$ cat src/periph_irq_pkg.sv
/*
 * Shared constants for the peripheral interrupt enable and flag block:
 * register offsets, bit positions, reset values and AXI4-Lite answer codes.
 * Assumes a 32-bit AXI4-Lite register bus with one register per aligned word.
 */
package periph_irq_pkg;

    // ****************************************************************
    // Register offsets (byte addresses)
    // ****************************************************************
    localparam logic [7:0] OFS_IRQ_ENABLE = 8'h00;
    localparam logic [7:0] OFS_IRQ_FLAGS = 8'h04;
    localparam logic [7:0] OFS_CORE_CTRL = 8'h08;
    localparam logic [7:0] OFS_FLAG_CLEAR = 8'h0C;
    localparam int ADDR_W = 8;

    // ****************************************************************
    // Bit positions: event bits shared by enable, flag and clear registers, then core control bits
    // ****************************************************************
    localparam int BIT_ADC = 6;
    localparam int BIT_CAPCMP = 5;
    localparam int BIT_COMPARATOR = 3;
    localparam int BIT_TIMER2 = 1;
    localparam int BIT_TIMER1 = 0;
    localparam int BIT_GLOBAL_EN = 7;
    localparam int BIT_GROUP_EN = 6;

    // Implemented bits: full and reduced variant
    localparam logic [7:0] IMPL_FULL = 8'h6B;
    localparam logic [7:0] IMPL_REDUCED = 8'h09;
    localparam logic [7:0] CORE_CTRL_MASK = 8'hC0;

    // ****************************************************************
    // Reset values
    // ****************************************************************
    localparam logic [7:0] RST_IRQ_ENABLE = 8'h00;
    localparam logic [7:0] RST_IRQ_FLAGS = 8'h00;
    localparam logic [7:0] RST_CORE_CTRL = 8'h00;

    // ****************************************************************
    // Capture/compare modes and bus answers
    // ****************************************************************
    localparam logic [1:0] CCP_OFF = 2'h0;
    localparam logic [1:0] CCP_CAPTURE = 2'h1;
    localparam logic [1:0] CCP_COMPARE = 2'h2;
    localparam logic [1:0] CCP_PWM = 2'h3;
    localparam logic [1:0] RESP_OKAY = 2'h0;
    localparam logic [1:0] RESP_SLVERR = 2'h2;

endpackage

$ cat src/periph_irq_flags.sv
/*
 * Peripheral interrupt enable and request-flag logic with an AXI4-Lite slave.
 * Peripheral event inputs are synchronous to aclk; pulse inputs are high for
 * one cycle per event. The request output feeds the core's interrupt logic.
 */
// Our own choices: the AXI4-Lite interface to the registers and the address map.
`timescale 1ns/100ps

module periph_irq_flags
    import periph_irq_pkg::*;
#(
    parameter bit FULL_VARIANT = 1'b1,
    parameter int TIMER1_W = 16,
    parameter int TIMER2_W = 8
) (
    input wire logic aclk,
    input wire logic aresetn,
    input wire logic [ADDR_W-1:0] s_axi_awaddr,
    input wire logic s_axi_awvalid,
    output logic s_axi_awready,
    input wire logic [31:0] s_axi_wdata,
    input wire logic [3:0] s_axi_wstrb,
    input wire logic s_axi_wvalid,
    output logic s_axi_wready,
    output logic [1:0] s_axi_bresp,
    output logic s_axi_bvalid,
    input wire logic s_axi_bready,
    input wire logic [ADDR_W-1:0] s_axi_araddr,
    input wire logic s_axi_arvalid,
    output logic s_axi_arready,
    output logic [31:0] s_axi_rdata,
    output logic [1:0] s_axi_rresp,
    output logic s_axi_rvalid,
    input wire logic s_axi_rready,
    input wire logic adc_done_pulse,
    input wire logic [1:0] capcmp_mode,
    input wire logic capture_pulse,
    input wire logic [TIMER1_W-1:0] timer1_count,
    input wire logic [TIMER1_W-1:0] compare_value,
    input wire logic comparator_out,
    input wire logic [TIMER2_W-1:0] timer2_count,
    input wire logic [TIMER2_W-1:0] timer2_period_value,
    input wire logic timer1_overflow_pulse,
    output logic periph_irq_req
);

    // ****************************************************************
    // Parameter check
    // ****************************************************************
    if (TIMER1_W < 1 || TIMER1_W > 32) begin : g_bad_timer1_width
        $error("Timer1 width must lie between 1 and 32");
    end

    if (TIMER2_W < 1 || TIMER2_W > 32) begin : g_bad_timer2_width
        $error("Timer2 width must lie between 1 and 32");
    end

    // Bit positions must agree with the implemented-bit masks
    localparam logic [7:0] EVENT_BITS = 8'((1 << BIT_ADC) | (1 << BIT_CAPCMP) | (1 << BIT_COMPARATOR)
        | (1 << BIT_TIMER2) | (1 << BIT_TIMER1));
    localparam logic [7:0] CTRL_BITS = 8'((1 << BIT_GLOBAL_EN) | (1 << BIT_GROUP_EN));

    if (EVENT_BITS != IMPL_FULL) begin : g_bad_event_map
        $error("Event bit positions disagree with the full-variant mask");
    end

    if ((IMPL_REDUCED & ~IMPL_FULL) != 8'h00) begin : g_bad_reduced
        $error("Reduced-variant mask must be a subset of the full mask");
    end

    if (CTRL_BITS != CORE_CTRL_MASK) begin : g_bad_ctrl_map
        $error("Core control bit positions disagree with its mask");
    end

    if (IMPL_FULL[7] || IMPL_FULL[4] || IMPL_FULL[2]) begin : g_bad_reserved
        $error("Bits 7, 4 and 2 must stay unimplemented");
    end

    if (RST_IRQ_ENABLE != 8'h00 || RST_IRQ_FLAGS != 8'h00) begin : g_bad_reset
        $error("Enable and flag registers must clear on reset");
    end

    if (RESP_OKAY == RESP_SLVERR) begin : g_bad_resp
        $error("Bus answer codes must differ");
    end

    if (ADDR_W < 4) begin : g_bad_addr_w
        $error("Address width too narrow for the register map");
    end

    if (OFS_IRQ_ENABLE[1:0] != 2'h0 || OFS_IRQ_FLAGS[1:0] != 2'h0 || OFS_CORE_CTRL[1:0] != 2'h0
        || OFS_FLAG_CLEAR[1:0] != 2'h0) begin : g_bad_align
        $error("Register offsets must be word aligned");
    end

    if (OFS_IRQ_ENABLE == OFS_IRQ_FLAGS || OFS_IRQ_ENABLE == OFS_CORE_CTRL
        || OFS_IRQ_ENABLE == OFS_FLAG_CLEAR || OFS_IRQ_FLAGS == OFS_CORE_CTRL
        || OFS_IRQ_FLAGS == OFS_FLAG_CLEAR || OFS_CORE_CTRL == OFS_FLAG_CLEAR) begin : g_bad_overlap
        $error("Register offsets must be distinct");
    end

    localparam logic [7:0] IMPL = FULL_VARIANT ? IMPL_FULL : IMPL_REDUCED;

    // ****************************************************************
    // State
    // ****************************************************************
    typedef struct packed {
        // Register contents
        logic [7:0] enable;
        logic [7:0] flags;
        logic [7:0] core_ctrl;

        // Event edge detectors
        logic comp_prev;
        logic comp_seen;
        logic t2_eq;
        logic cmp_eq;

        // Write channel
        logic have_aw;
        logic [ADDR_W-1:0] aw_addr;
        logic have_w;
        logic [7:0] w_data;
        logic w_lane0;
        logic awready;
        logic wready;
        logic bvalid;
        logic [1:0] bresp;

        // Read channel
        logic arready;
        logic rvalid;
        logic [31:0] rdata;
        logic [1:0] rresp;

        // Request output
        logic irq;
    } state_t;

    state_t s_q;
    state_t s_d;

    // ****************************************************************
    // Helpers
    // ****************************************************************
    function automatic logic is_mapped(input logic [ADDR_W-1:0] a);
        return a == OFS_IRQ_ENABLE || a == OFS_IRQ_FLAGS || a == OFS_CORE_CTRL || a == OFS_FLAG_CLEAR;
    endfunction

    function automatic logic [7:0] read_value(input state_t s, input logic [ADDR_W-1:0] a);
        logic [7:0] v;
        v = 8'h00;
        case (a)
            OFS_IRQ_ENABLE: v = s.enable & IMPL;
            OFS_IRQ_FLAGS: v = s.flags & IMPL;
            OFS_CORE_CTRL: v = s.core_ctrl & CORE_CTRL_MASK;
            default: v = 8'h00;
        endcase
        return v;
    endfunction

    // ****************************************************************
    // Address decode and edge detection
    // ****************************************************************
    function automatic logic [1:0] answer_code(input logic [ADDR_W-1:0] a);
        return is_mapped(a) ? RESP_OKAY : RESP_SLVERR;
    endfunction

    function automatic logic rising(input logic now, input logic prev);
        return now && !prev;
    endfunction

    // ****************************************************************
    // Event decode
    // ****************************************************************
    function automatic logic capcmp_event(input logic [1:0] mode, input logic capture, input logic match_rise);
        logic hit;
        hit = 1'b0;
        case (mode)
            CCP_CAPTURE: hit = capture;
            CCP_COMPARE: hit = match_rise;
            CCP_PWM: hit = 1'b0;
            CCP_OFF: hit = 1'b0;
            default: hit = 1'b0;
        endcase
        return hit;
    endfunction

    function automatic logic [7:0] event_vector(input logic adc, input logic capcmp, input logic comp_change,
        input logic t2_match, input logic t1_ovf);
        logic [7:0] v;
        v = 8'h00;
        v[BIT_ADC] = adc;
        v[BIT_CAPCMP] = capcmp;
        v[BIT_COMPARATOR] = comp_change;
        v[BIT_TIMER2] = t2_match;
        v[BIT_TIMER1] = t1_ovf;
        return v & IMPL;
    endfunction

    // ****************************************************************
    // Register write
    // ****************************************************************
    function automatic state_t apply_write(input state_t s, input logic [7:0] old_flags,
        input logic [ADDR_W-1:0] a, input logic [7:0] d);
        state_t r;
        r = s;
        case (a)
            OFS_IRQ_ENABLE: r.enable = d & IMPL;
            OFS_IRQ_FLAGS: r.flags = d & IMPL;
            OFS_FLAG_CLEAR: r.flags = old_flags & ~d & IMPL;
            OFS_CORE_CTRL: r.core_ctrl = d & CORE_CTRL_MASK;
            default: r = s;
        endcase
        return r;
    endfunction

    // ****************************************************************
    // Next state
    // ****************************************************************
    always_comb begin
        logic [7:0] ev;
        logic t2_eq_now;
        logic cmp_eq_now;
        logic aw_take;
        logic w_take;
        logic [7:0] pend;
        ev = 8'h00;
        t2_eq_now = timer2_count == timer2_period_value;
        cmp_eq_now = timer1_count == compare_value;
        aw_take = s_axi_awvalid && s_q.awready;
        w_take = s_axi_wvalid && s_q.wready;
        pend = 8'h00;
        s_d = s_q;

        // ****************************************************************
        // Peripheral events, independent of any enable
        // ****************************************************************
        ev = event_vector(adc_done_pulse,
            capcmp_event(capcmp_mode, capture_pulse, rising(cmp_eq_now, s_q.cmp_eq)),
            s_q.comp_seen && (comparator_out != s_q.comp_prev),
            rising(t2_eq_now, s_q.t2_eq),
            timer1_overflow_pulse);
        s_d.comp_prev = comparator_out;
        s_d.comp_seen = 1'b1;
        s_d.t2_eq = t2_eq_now;
        s_d.cmp_eq = cmp_eq_now;

        // ****************************************************************
        // Write channel: address and data in either order
        // ****************************************************************
        if (aw_take) begin
            s_d.have_aw = 1'b1;
            s_d.aw_addr = s_axi_awaddr;
        end

        if (w_take) begin
            s_d.have_w = 1'b1;
            s_d.w_data = s_axi_wdata[7:0];
            s_d.w_lane0 = s_axi_wstrb[0];
        end

        if (s_q.bvalid && s_axi_bready) begin
            s_d.bvalid = 1'b0;
        end

        if (s_d.have_aw && s_d.have_w && !s_q.bvalid) begin
            s_d.have_aw = 1'b0;
            s_d.have_w = 1'b0;
            s_d.bvalid = 1'b1;
            s_d.bresp = answer_code(s_d.aw_addr);
            if (s_d.w_lane0) begin
                s_d = apply_write(s_d, s_q.flags, s_d.aw_addr, s_d.w_data);
            end
        end

        // Flags only fall on a software write; a new event wins over a clear
        s_d.flags = s_d.flags | ev;
        s_d.awready = !s_d.have_aw && !s_d.bvalid;
        s_d.wready = !s_d.have_w && !s_d.bvalid;

        // ****************************************************************
        // Read channel
        // ****************************************************************
        if (s_q.rvalid && s_axi_rready) begin
            s_d.rvalid = 1'b0;
        end
        if (s_axi_arvalid && s_q.arready) begin
            s_d.rvalid = 1'b1;
            s_d.rdata = {24'h000000, read_value(s_q, s_axi_araddr)};
            s_d.rresp = answer_code(s_axi_araddr);
        end
        s_d.arready = !s_d.rvalid;

        // ****************************************************************
        // Combined request to the core
        // ****************************************************************
        pend = s_d.flags & s_d.enable & IMPL;
        s_d.irq = (|pend) && s_d.core_ctrl[BIT_GROUP_EN]
            && s_d.core_ctrl[BIT_GLOBAL_EN];
    end

    // ****************************************************************
    // Registers
    // ****************************************************************
    always_ff @(posedge aclk) begin
        if (!aresetn) begin
            s_q <= '0;
            s_q.enable <= RST_IRQ_ENABLE;
            s_q.flags <= RST_IRQ_FLAGS;
            s_q.core_ctrl <= RST_CORE_CTRL;
            s_q.bresp <= RESP_OKAY;
            s_q.rresp <= RESP_OKAY;
        end else begin
            s_q <= s_d;
        end
    end

    // ****************************************************************
    // Output ports, straight from the state register
    // ****************************************************************
    assign s_axi_awready = s_q.awready;
    assign s_axi_wready = s_q.wready;
    assign s_axi_bvalid = s_q.bvalid;
    assign s_axi_bresp = s_q.bresp;
    assign s_axi_arready = s_q.arready;
    assign s_axi_rvalid = s_q.rvalid;
    assign s_axi_rdata = s_q.rdata;
    assign s_axi_rresp = s_q.rresp;
    assign periph_irq_req = s_q.irq;

endmodule

$ cat config.mk
export PLATFORM = sky130hd
export DESIGN_NAME = periph_irq_flags
export DESIGN_NICKNAME = d
export VERILOG_FILES = /design/src/periph_irq_pkg.sv /design/src/periph_irq_flags.sv
export SDC_FILE = /design/constraint.sdc
export NUM_CORES = 1
export LEC_CHECK = 0
export BUFFER_PORTS_ARGS = -buffer_cell sky130_fd_sc_hd__buf_2
export CAP_MARGIN = 20
export CORE_MARGIN = 1
export CORE_UTILIZATION = 43
export DETAILED_ROUTE_END_ITERATION = 16
export PLACE_DENSITY_LB_ADDON = 0.12
export SYNTH_ARGS = -nofsm -noshare
export SYNTH_HDL_FRONTEND = slang
export SYNTH_SLANG_ARGS = --single-unit
$ cat constraint.sdc
create_clock -name aclk -period 2.71 [get_ports aclk]
set_input_delay 0.1355 -clock aclk [delete_from_list [all_inputs] [get_ports aclk]]
set_output_delay 0.1355 -clock aclk [all_outputs]
set_load 0.02 [all_outputs]
==> summary.txt <==
Ys flop type: dfxtp_1
Clk root buf: clkbuf_8
H-Tree Level Count: 2
Slew Limit Fails: 0
CP arrival: 2.65 ns
Pleak: 1.42 nW
Num ports: 155
Number of diodes: 0
Layout cell share with drive strength beyond 1: 0.325
Fillers: 559
Clock sink total: 47
CTS Buffer Depth: 2
Layout area overhead: 21.5%
Sequential-to-total area share from yosys stat: 0.373
WL per Instance: 11.7 um
Worst hold path startpoint: comparator_out
Global-route wire length before repair: 8.49 mm
Cts bufs inserted: 5
CTS tree: built
Die Y: 78.6 um
Synth Instances: 292
GPL Wtd Cong: 0.820
Max Clock Freq: 397 MHz
Worst Hold Class: input port to flop
DRT Pass-1 Iters: 4
EDFF count, synth: 0
CTS clk-pin slew, worst paths: 0.08 ns
Vias in the first global route: 1,980
M1 GR Usage: 0.201
Maximum capacitance violations: 0
Clock skew: 0.00300 ns
Antenna-violating nets left: 0
Critical path class: flop to flop
Starting Density: 0.452
Largest net degree at the start of global routing: 33
Met2 usage: 0.325
Core area: 0.00557 mm^2
Required time of the critical path: 2.84 ns
Met3 Use GR: 0.0372
Final Setup Violations: 0
Remaining Overflow, GRT: 0
Rows: 27
Reg2reg setup slack: 0.19 ns
Crit-path max FO: 4
Type of origin of the critical path: flop
Tot GR Track Use: 0.177
Pwr Density: 485 mW/mm^2
Initial antenna violation count: 0
Die width: 78.6 um
Hold-fix buffers, CTS: 0
Total number of yosys warnings: 0
Max-Slew Margin vs Limit: 0.334
Layer with the highest usage: met2
Ranking of synthesized cells by area: dfxtp_1 37%, buf_4 11%, xor2_1 5.9%, mux2i_1 5.6%, nor2_1 4.8%
Fin crit share: 0.929
Synth Register Bits: 47
Total wire length: 5.39 mm
Synth Cell Area: 0.00252 mm^2
Tmin final: 2.52 ns
Vias per cell: 4.83
Critical path startpoint: s_q[59]$_SDFF_PN0_
Placed cell areas: 0.00295 mm^2
Outcome: finished, final reports clean
Commonest non-fill, non-tap cell in the layout: buf_2
Yosys top cell by area: dfxtp_1
Final instance area: 0.00306 mm^2
Final net count: 500
Distinct cell type count after synthesis: 36
Initial DRC count: 105
Async SR Flop Fraction: 0
Port Buffer Count: 97
Share of the synthesized area in the top cell type: 0.373
Commonest non-fill, non-tap cells in the layout: 97 x buf_2, 47 x dfxtp_1, 32 x nor2_1
Maximum vdd drop: 0.193 mV
Half-perimeter wire length after placement: 4.28 mm
Worst-Margin Slew: 0.998 ns
Final Hold Vio Count: 0
Final Power: 0.00148 W
Residual DRC count: 0
DR vias: 2,221
R2R Path Start: s_q[59]$_SDFF_PN0_
Core Util, Final: 0.549
Crit. End Element: flop
Die area: 0.00617 mm^2
Worst-Skew Late Latency: 0.30 ns
Syn_area_per_cell: 8.63 um^2
-- per-stage QoR --
stage / instances / TNS (ns) / setup slack, ns / hold WS, ns
finish: 460 / 0 / 0.192 / 0.0685
CTS: 459 / 0 / 0.0945 / 0.0621
floorplan: 319 / 0 / 0.152 / 0.163
global route: 460 / -0.0329 / -0.0329 / 0.0658
detailed placement: 451 / 0 / 0.107 / 0.372
global placement: 451 / 0 / 0.154 / 0.366
-- worst paths after layout --
path,end,cells past startpoint
setup / recovery,periph_irq_req$_SDFF_PN0_,8
hold reg to reg,s_axi_awready$_SDFF_PN0_,1
setup reg to reg,periph_irq_req$_SDFF_PN0_,8
hold / removal,s_q[64]$_SDFF_PN0_,2
-- metal layers --
layer  vias to the layer above  share of wire
met5                         -              0
met4                         0          0.015
met3                         8          0.064
met2                        99           0.49
met1                       983           0.43
li1                       1131              -
-- critical path, cell delays in order (launching register included) --
cell and delay, ns:
dfxtp_1 0.33, nor4_2 0.30, nand3_1 0.14, a2111o_1 0.49
o31a_1 0.31, a311o_1 0.32, a221oi_2 0.27, a21o_1 0.11
a311oi_1 0.08
-- synth_stat cells (all sizes together), types with 3 or more instances --
library cell / instances
nand4: 6
and2: 16
dfxtp: 47
a31oi: 3
nand3: 4
nor4: 9
a21oi: 19
o22ai: 4
buf: 37
nand2: 25
o21ai: 5
a22oi: 3
xor2: 17
nor3: 4
nor2: 32
nand3b: 3
mux2: 9
mux2i: 14
clkbuf: 7
xnor2: 8
-- power by group --
group	total [W]	switching [W]	internal, W
clock network	0.000456	0.000223	0.000233
logic	0.000293	0.000166	0.000127
registers	0.000734	0.0000153	0.000719
-- what timing repair did --
action,in CTS,in global routing
buffers inserted,0,1
endpoints found under the setup margin,0,1
gates resized for setup,0,2
-- kinds of logic after synthesis --
group / after synthesis / share of synthesized area
compound gates: 42 / 0.107
flops: 47 / 0.373
mux: 23 / 0.0958
buf+inv: 46 / 0.124
other cells: 1 / 0.00149
simple gates: 108 / 0.212
xor+xnor: 25 / 0.0869
-- registers in the layout, summed over array words and instances, names as in the netlist --
signal,count
s_axi_wready,1
s_axi_arready,1
s_axi_rvalid,1
periph_irq_req,1
s_axi_bvalid,1
s_axi_awready,1
s_axi_rresp,1
s_axi_bresp,1
s_q,33
s_axi_rdata,6
-- final cells by class --
cell class                      count  area [um^2]  area share
Clock buffer                        8          100      0.0327
Inverter                            2         7.51     0.00245
Multi-Input combinational cell    226         1380       0.450
Sequential cell                    47          941       0.307
Tap cell                           72         90.1      0.0294
Timing Repair Buffer              105          546       0.178
Power figures use the tool's default switching activity.
